===== src/design/tpl_consts.svh =====
// Constants of the timer channel pair link control block
//
// Summary of operation
// - Bit 7 reserved, reads zero, ignores writes
// - Bit 6 enables fault control for pair
// - Guarded bits written only when guard disabled
// - Bit 5 enables synchronized match value updates
// - Bit 4 enables deadtime insertion for pair
// - Bit 3 arms captures; needs both enables
// - One-shot mode clears bit 3 after odd capture
// - Bit 2 selects dual capture mode, needs feature
// - Bit 1 makes odd output inverse of even while bit 0 is set
// - Bit 0 combines the pair, else independent
// - Three instances serve channel pairs 0-1, 2-3, 4-5
// - Consecutive bytes from offset 1Eh, one per pair
`ifndef TPL_CONSTS_SVH
`define TPL_CONSTS_SVH
// ==========================================
// Register map
`define TPL_LINK_BASE 8'h1e
`define TPL_NUM_PAIRS 3
`define TPL_ADDR_W 8
// ==========================================
// Field positions
`define TPL_BIT_COMBINE 0
`define TPL_BIT_COMP 1
`define TPL_BIT_DCEN 2
`define TPL_BIT_DCACT 3
`define TPL_BIT_PAIR_DEADTIME_ENABLE 4
`define TPL_BIT_SYNC 5
`define TPL_BIT_FAULT 6
`define TPL_BIT_RSVD 7
// Write-guarded bits: fault, deadtime, mode enable, complement, combine
`define TPL_GUARD_MASK 8'h57
// Writable bits; bit 7 excluded
`define TPL_WR_MASK 8'h7f
`define TPL_RESET_VAL 8'h00
`endif


===== src/design/tpl_pkg.sv =====
// Types of the timer channel pair link control block
package tpl_pkg;
  // One pair's control byte
  typedef logic [7:0] tpl_byte_t;
  // Capture tracking state, Gray coded
  typedef enum logic [1:0] {
    TPL_CAP_IDLE = 2'b00,
    TPL_CAP_EVEN = 2'b01,
    TPL_CAP_DONE = 2'b11
  } tpl_cap_state_t;
endpackage


===== src/design/tpl_pair_decode.sv =====
// Decodes one pair's control byte into the enables driven to the channels
`timescale 1ns/1ps
`include "tpl_consts.svh"
module tpl_pair_decode (
  input wire logic [7:0] value,
  input wire logic advanced_feature_enable,
  input wire logic even_out_raw,
  input wire logic odd_out_raw,
  output logic pair_fault_ctl_enable,
  output logic pair_sync_update_enable,
  output logic pair_deadtime_enable,
  output logic dual_capture_mode_enable,
  output logic dual_capture_active,
  output logic pair_combine,
  output logic odd_out
);
  // ==========================================
  // Enable decode
  always_comb begin
    pair_fault_ctl_enable = value[`TPL_BIT_FAULT];
    pair_sync_update_enable = value[`TPL_BIT_SYNC];
    pair_deadtime_enable = value[`TPL_BIT_PAIR_DEADTIME_ENABLE];
    // Mode only counts with the advanced feature set
    dual_capture_mode_enable = value[`TPL_BIT_DCEN] & advanced_feature_enable;
    dual_capture_active = value[`TPL_BIT_DCACT] & dual_capture_mode_enable;
    pair_combine = value[`TPL_BIT_COMBINE];
    // Independent odd channel unless combined
    if (value[`TPL_BIT_COMBINE]) begin
      odd_out = value[`TPL_BIT_COMP] ? ~even_out_raw : even_out_raw;
    end else begin
      odd_out = odd_out_raw;
    end
  end
endmodule


===== src/design/tpl_pair_reg.sv =====
// One pair's link control byte with write guard and one-shot clear
`timescale 1ns/1ps
`include "tpl_consts.svh"
module tpl_pair_reg (
  input wire logic clk,
  input wire logic rst_n,
  input wire logic wr_en,
  input wire logic [7:0] wr_data,
  input wire logic write_guard_disable,
  input wire logic one_shot_clear,
  output logic [7:0] value
);
  // All state of this module
  typedef struct packed {
    tpl_pkg::tpl_byte_t val;
  } tpl_reg_state_t;

  tpl_reg_state_t state_q; // Registered state
  tpl_reg_state_t state_d; // Next state
  logic [7:0] wmask; // Bits a write may change

  // ==========================================
  // Next value
  always_comb begin
    state_d = state_q;
    // Guarded bits only while guard is off; other writable bits always
    wmask = write_guard_disable ? `TPL_WR_MASK : (`TPL_WR_MASK & ~`TPL_GUARD_MASK);
    if (wr_en) begin
      state_d.val = (state_q.val & ~wmask) | (wr_data & wmask);
    end
    // Hardware clear wins over a simultaneous software set of bit 3
    if (one_shot_clear) begin
      state_d.val[`TPL_BIT_DCACT] = 1'b0;
    end
    state_d.val[`TPL_BIT_RSVD] = 1'b0;
  end

  // ==========================================
  // State register
  always_ff @(posedge clk) begin
    if (!rst_n) begin
      state_q.val <= `TPL_RESET_VAL;
    end else begin
      state_q <= state_d;
    end
  end

  assign value = state_q.val;
endmodule


===== src/design/tpl_top.sv =====
// Top of the timer channel pair link control block: bus slave and pairs
`timescale 1ns/1ps
`include "tpl_consts.svh"
module tpl_top (
  input wire logic clk,
  input wire logic rst_n,
  input wire logic [7:0] addr,
  input wire logic [7:0] wdata,
  input wire logic wr,
  input wire logic rd,
  output logic [7:0] rdata,
  input wire logic write_guard_disable,
  input wire logic advanced_feature_enable,
  input wire logic [2:0] one_shot_mode,
  input wire logic [2:0] odd_capture_taken,
  input wire logic [2:0] even_out_raw,
  input wire logic [2:0] odd_out_raw,
  output logic [2:0] pair_fault_ctl_enable,
  output logic [2:0] pair_sync_update_enable,
  output logic [2:0] pair_deadtime_enable,
  output logic [2:0] dual_capture_mode_enable,
  output logic [2:0] dual_capture_active,
  output logic [2:0] pair_combine,
  output logic [2:0] odd_out
);
  // All state of the top
  typedef struct packed {
    logic [7:0] rdata;
  } tpl_top_state_t;

  tpl_top_state_t state_q; // Registered state
  tpl_top_state_t state_d; // Next state
  logic [7:0] pair_val [0:2]; // Stored bytes per pair
  logic [2:0] hit; // Address match per pair

  // ==========================================
  // Per pair register and decode
  genvar gi;
  generate
    for (gi = 0; gi < `TPL_NUM_PAIRS; gi = gi + 1) begin : g_pair
      // Consecutive byte per pair from the base
      assign hit[gi] = (addr == (`TPL_LINK_BASE + 8'(gi)));
      tpl_pair_reg u_reg (
        .clk(clk),
        .rst_n(rst_n),
        .wr_en(wr & hit[gi]),
        .wr_data(wdata),
        .write_guard_disable(write_guard_disable),
        // Clear only when armed and effective
        .one_shot_clear(one_shot_mode[gi] & odd_capture_taken[gi] &
                        dual_capture_active[gi]),
        .value(pair_val[gi])
      );
      tpl_pair_decode u_dec (
        .value(pair_val[gi]),
        .advanced_feature_enable(advanced_feature_enable),
        .even_out_raw(even_out_raw[gi]),
        .odd_out_raw(odd_out_raw[gi]),
        .pair_fault_ctl_enable(pair_fault_ctl_enable[gi]),
        .pair_sync_update_enable(pair_sync_update_enable[gi]),
        .pair_deadtime_enable(pair_deadtime_enable[gi]),
        .dual_capture_mode_enable(dual_capture_mode_enable[gi]),
        .dual_capture_active(dual_capture_active[gi]),
        .pair_combine(pair_combine[gi]),
        .odd_out(odd_out[gi])
      );
    end
  endgenerate

  // ==========================================
  // Read path; unmapped addresses read zero
  always_comb begin
    state_d = state_q;
    state_d.rdata = 8'h00;
    if (rd) begin
      for (int i = 0; i < `TPL_NUM_PAIRS; i++) begin
        if (hit[i]) begin
          state_d.rdata = pair_val[i];
        end
      end
    end
  end

  // ==========================================
  // Read data register
  always_ff @(posedge clk) begin
    if (!rst_n) begin
      state_q.rdata <= 8'h00;
    end else begin
      state_q <= state_d;
    end
  end

  assign rdata = state_q.rdata;
endmodule


===== config.mk =====
export PLATFORM = sky130hd
export DESIGN_NAME = tpl_top
export DESIGN_NICKNAME = d
export VERILOG_FILES = /design/src/design/tpl_pkg.sv /design/src/design/tpl_pair_decode.sv /design/src/design/tpl_pair_reg.sv /design/src/design/tpl_top.sv
export VERILOG_INCLUDE_DIRS = /design/src /design/src/design
export SDC_FILE = /design/constraint.sdc
export NUM_CORES = 1
export LEC_CHECK = 0
export BUFFER_PORTS_ARGS = -buffer_cell sky130_fd_sc_hd__buf_2
export CAP_MARGIN = 5
export CORE_ASPECT_RATIO = 1.4
export CORE_MARGIN = 2
export CORE_UTILIZATION = 48
export CTS_CLUSTER_SIZE = 40
export DETAILED_ROUTE_END_ITERATION = 12
export PLACE_DENSITY = 0.76
export SYNTH_ARGS = -nofsm -noshare
export SYNTH_HDL_FRONTEND = slang
export SYNTH_SLANG_ARGS = --single-unit

===== constraint.sdc =====
create_clock -name clk -period 2.1 [get_ports clk]
set_clock_uncertainty 0.2 [all_clocks]
set_input_delay 0.21 -clock clk [delete_from_list [all_inputs] [get_ports clk]]
set_output_delay 0.21 -clock clk [all_outputs]
set_load 0.02 [all_outputs]

# --- Word-level counts from Yosys, hierarchy flattened ---
# Index checks and enable logic that the tools add are counted.
word_totals:
  word_cells: 51
  out_inout_bits: 29
  ff_bits: 29
  input_bits: 34
classes:
  muxes: 10
  n_eq_ne: 3
  n_reduce_logical: 4
  bitwise_logic: 27
ops:
  columns: ["op", "count"]
  rows:
  - ["AND 7 bit", 4]
  - ["bitwise OR 7 bit", 3]
  - ["equality test 8 x 5 -> 1 bit, second input constant", 2]
  - ["2-to-1 mux 8 bit", 2]
  - ["AND 1 bit", 15]
  - ["2-to-1 mux 7 bit", 2]
  - ["equality test 8 x 6 -> 1 bit, second input constant", 1]
  - ["NOT 7 bit", 1]
  - ["2-to-1 mux 1 bit", 6]
  - ["OR reduction 2 bit", 3]
  - ["NOT 1 bit", 4]
  - ["AND reduction 2 bit", 1]

# --- Logic depth before layout (Yosys ltp) ---
depth:
  word_depth: 4
  ltp_mapped: 5

# --- Hierarchy ---
# Synthesis repeated with hierarchy kept, for this count alone.
hier_totals:
  cells_unflattened: 169
  area_unflattened_um2: 1557.7
by_module_without_submodules:
  columns: ["module", "area_per_inst_um2", "instances", "cells_each"]
  rows:
  - ["tpl_pair_reg", 309.0, 3, 31]
  - ["tpl_top", 450.4, 1, 49]
  - ["tpl_pair_decode", 60.1, 3, 9]

# --- Worst setup path after synthesis ---
# No wires, ideal clock.
synth_timing:
  path_kind: "input-to-reg"
  from: "in addr[4]"
  to: "reg with a tool-made name"
  arrival_time_ns: 1.283
  path_stages: 5
  n_path_buf: 2
  setup_time_ns: 0.132
  path_slack_ns: 0.485
  cell_sequence: "or4_1 > clkbuf_1 > buf_2 > o31ai_1 > a21oi_1"
synth_rtl:
  columns: ["item", "line_no", "source"]
  rows:
  - ["from (decl)", "tpl_top.sv:7", "input wire logic [7:0] addr,"]

==> key figures <==
STA
  – Period utilization: 76.1%
  – Max Freq: between 0.6 and 0.7 GHz
  – Max Slew Vio Count: 0
  – RSZ-0062 raised after global routing: no
  – Final setup violation count: 0
  – Hold violation total from the final report: 1
  – Rel. slew slack: 65.4%
  – Tightest Pin Transition: 518 ps
  – WHS: -2.51 ps
  – Final Critical Period: 1600 ps
  – Fin Setup TNS: 0 ps

Critical path
  – Critical Path RT: 2050 ps
  – Crit path DAT: approximately 1600 ps
  – Length in cells of the worst reg-to-reg path: 3
  – Kind of critical path: in -> reg
  – Worst-path fanout max: 14
  – R2R Setup Slk: 950 ps
  – CP endpoint kind: flop
  – Crit Reg-Reg Endpoint: g_pair[2].u_reg.value[3]$_SDFFE_PP0P_
  – Startpoint types: primary input

Routing
  – ANT nets after route: 0
  – Via-to-Cell Ratio: 5.85
  – DR pass1 iterations: 5
  – Post-DR wirelength/cell: 15.1 um
  – Routed vias: 1562
  – Post-Route WL: a little over 4000 um
  – DRC viols: 0
  – Violation count after the first detailed-route iteration: 65

Yosys
  – FFs w/ async S/R, synth: 0%
  – Synth top area share: ~34%
  – Yosys synthesis warning count: 0
  – Most common flop cell mapped by yosys: dfxtp_1
  – Largest area contributor in the netlist: dfxtp_1
  – Mapped Cells: approximately 190
  – Top cells by area, synth: dfxtp_1 (34%), buf_4 (10%), nand4_1 (6.9%), o31ai_1 (6.9%), a21oi_1 (4.9%)
  – Number of flops mapped to enable cells by yosys: 0
  – Seq cells post-synth: 28
  – Avg Inst Size Synth: 8.50 um2
  – Post-Synthesis Cell Area: around 1600 um2
  – Synth unique cells: 32
  – Post-Syn Nets: approximately 230
  – Sequential fraction of the synthesis area: roughly a third

Layout
  – Cell Count, Final, Fillers Out: 267
  – Fin nets: 262
  – FF+latch area: 561 um2
  – Share of the core filled with cells: 56.2%
  – Ant diodes: 0
  – Multi-input gate area: 833 um2
  – Synth-to-Final Area Change: 14.3%
  – Share of layout cells above drive strength 1: 34.4%
  – Layout fillers: 356

Die
  – CORE AREA: 3320 um2
  – Die Wd: 53.3 um
  – Die Y: 73.0 um
  – Num rows: 25
  – Top Ports: 63
  – Initial core utilization: 49.2%
  – Die ar.: just under 4000 um2

Clocking
  – CTS tree: built
  – Post-CTS Setup Bufs: 0
  – CTS Root Cell: clkbuf_8
  – # clock sinks: 28
  – Htree depth: 1
  – CTS clock-pin slew for the worst setup and hold paths: 90 ps
  – CTS Buf Count: 3
  – Clock Path Buffers: 2
  – Clock Latency Late Sink: 280 ps

Power and ir drop
  – Worst vdd ir: between 200 and 300 uV
  – Power, Total: 980 uW
  – PwrDens: 526 nW/um2
  – Leak: approximately 0.77 nW

GRT
  – Largest net degree at the start of global routing: 18
  – M3 GR Usage: 2.66%
  – Number of global-route vias before repair: 1407
  – Grt ovf: 0
  – Tot GR Track Use: a little over a fifth
  – Initial antenna violation count: 0
  – Met1 Use GR: 28.1%
  – Gr busiest metal: met2
  – First-pass GRT wire length: approximately 6400 um
  – Met2 Use GR: between 30% and 40%

Placement
  – Port bufs: 60
  – Final HPWL DP: just under 3000 um
  – Cells after DPL: about 260
  – GP Congestion: ~0.84

Hold path
  – Hold Crit Class: in -> reg
  – Min-delay src: wdata[6]
  – Hold Path Depth: 3

Run
  – Max-cap violations: 0

Outcome
  – Violated checks: hold timing
  – Status: finished, violations left
## timing repair
action                                 CTS  global route
hold buffers                             2             0
endpoints found under the hold margin    2             0
resized for setup                        0             0
## Yosys cell counts, types with 4 or more instances
cell type  count
mux2i_1        5
clkbuf_1       9
nand3_1       14
dfxtp_1       28
buf_2          4
a21oi_1       16
nand4_1       18
nor3_1         7
and2_1         4
nand2_1       11
buf_4         22
a311oi_1       7
o31ai_1       15
## worst max path at each step
| stage | from | to | slack [ps] | cells past startpoint |
|---|---|---|---|---|
| floorplan | addr[4] | flop | 480 | 5 |
| global placement | addr[4] | flop | 270 | 4 |
| detailed placement | addr[4] | flop | 260 | 4 |
| CTS | addr[4] | flop | 530 | 4 |
| global route | addr[4] | flop | 410 | 4 |
| finish | addr[4] | flop | 500 | 4 |
## layout make-up
cell class,count,share of cell area [%]
repair buffers,67,19.2
clock buffers,4,2.95
inverters,2,0.403
well taps,40,2.68
flip-flops and latches,28,30.1
multi-input cells,126,44.7
## cells in the final DEF (no fill, tap or decap), types with 2 or more instances in the layout
cell / n
buf_2: 60
dfxtp_1: 28
nand4_1: 18
a21oi_1: 16
o31ai_1: 15
nand3_1: 14
nand2_1: 11
nor3_1: 7
a311oi_1: 7
mux2i_1: 5
buf_4: 5
and2_1: 4
clkbuf_8: 4
and3_1: 3
xnor2_1: 3
nor2_1: 3
a31oi_1: 3
nand2_2: 2
or4b_1: 2
inv_1: 2
and4_2: 2
a21boi_0: 2
dlygate4sd3_1: 2
## report_power, final
group	switching, mW	internal (mW)
logic	0.0750	0.0437
clock network	0.163	0.168
registers	0.000328	0.531
total	0.238	0.743
## critical path, stage by stage
cell and delay (ps):
buf_2 120, or4_1 780, o31ai_1 330, a21oi_1 100
## stage by stage
step / area [um2] / worst slack [ps]
after floorplan: 1630 / 485
after global placement: 1790 / 272
after detailed placement: 1790 / 257
after CTS: 1860 / 534
after global routing: 1860 / 406
final: 1860 / 502
## kinds of logic after synthesis
| kind of cell | Yosys count | share of synthesized area, % |
|---|---|---|
| muxes | 5 | 3.07 |
| AOI/OAI and AO/OA | 45 | 18.9 |
| and+or+nand+nor | 72 | 27.3 |
| buffers and inverters | 38 | 14.6 |
| other | 1 | 0.230 |
| xor gates and xnor gates | 3 | 1.61 |
| DFF | 28 | 34.4 |
## per-layer routing
metal / wire, um / up-vias
li1: - / 772
met3: 291 / 5
met1: 1590 / 718
met2: 2110 / 67
met5: 0 / -
met4: 55 / 0
Power figures use the tool's default switching activity.
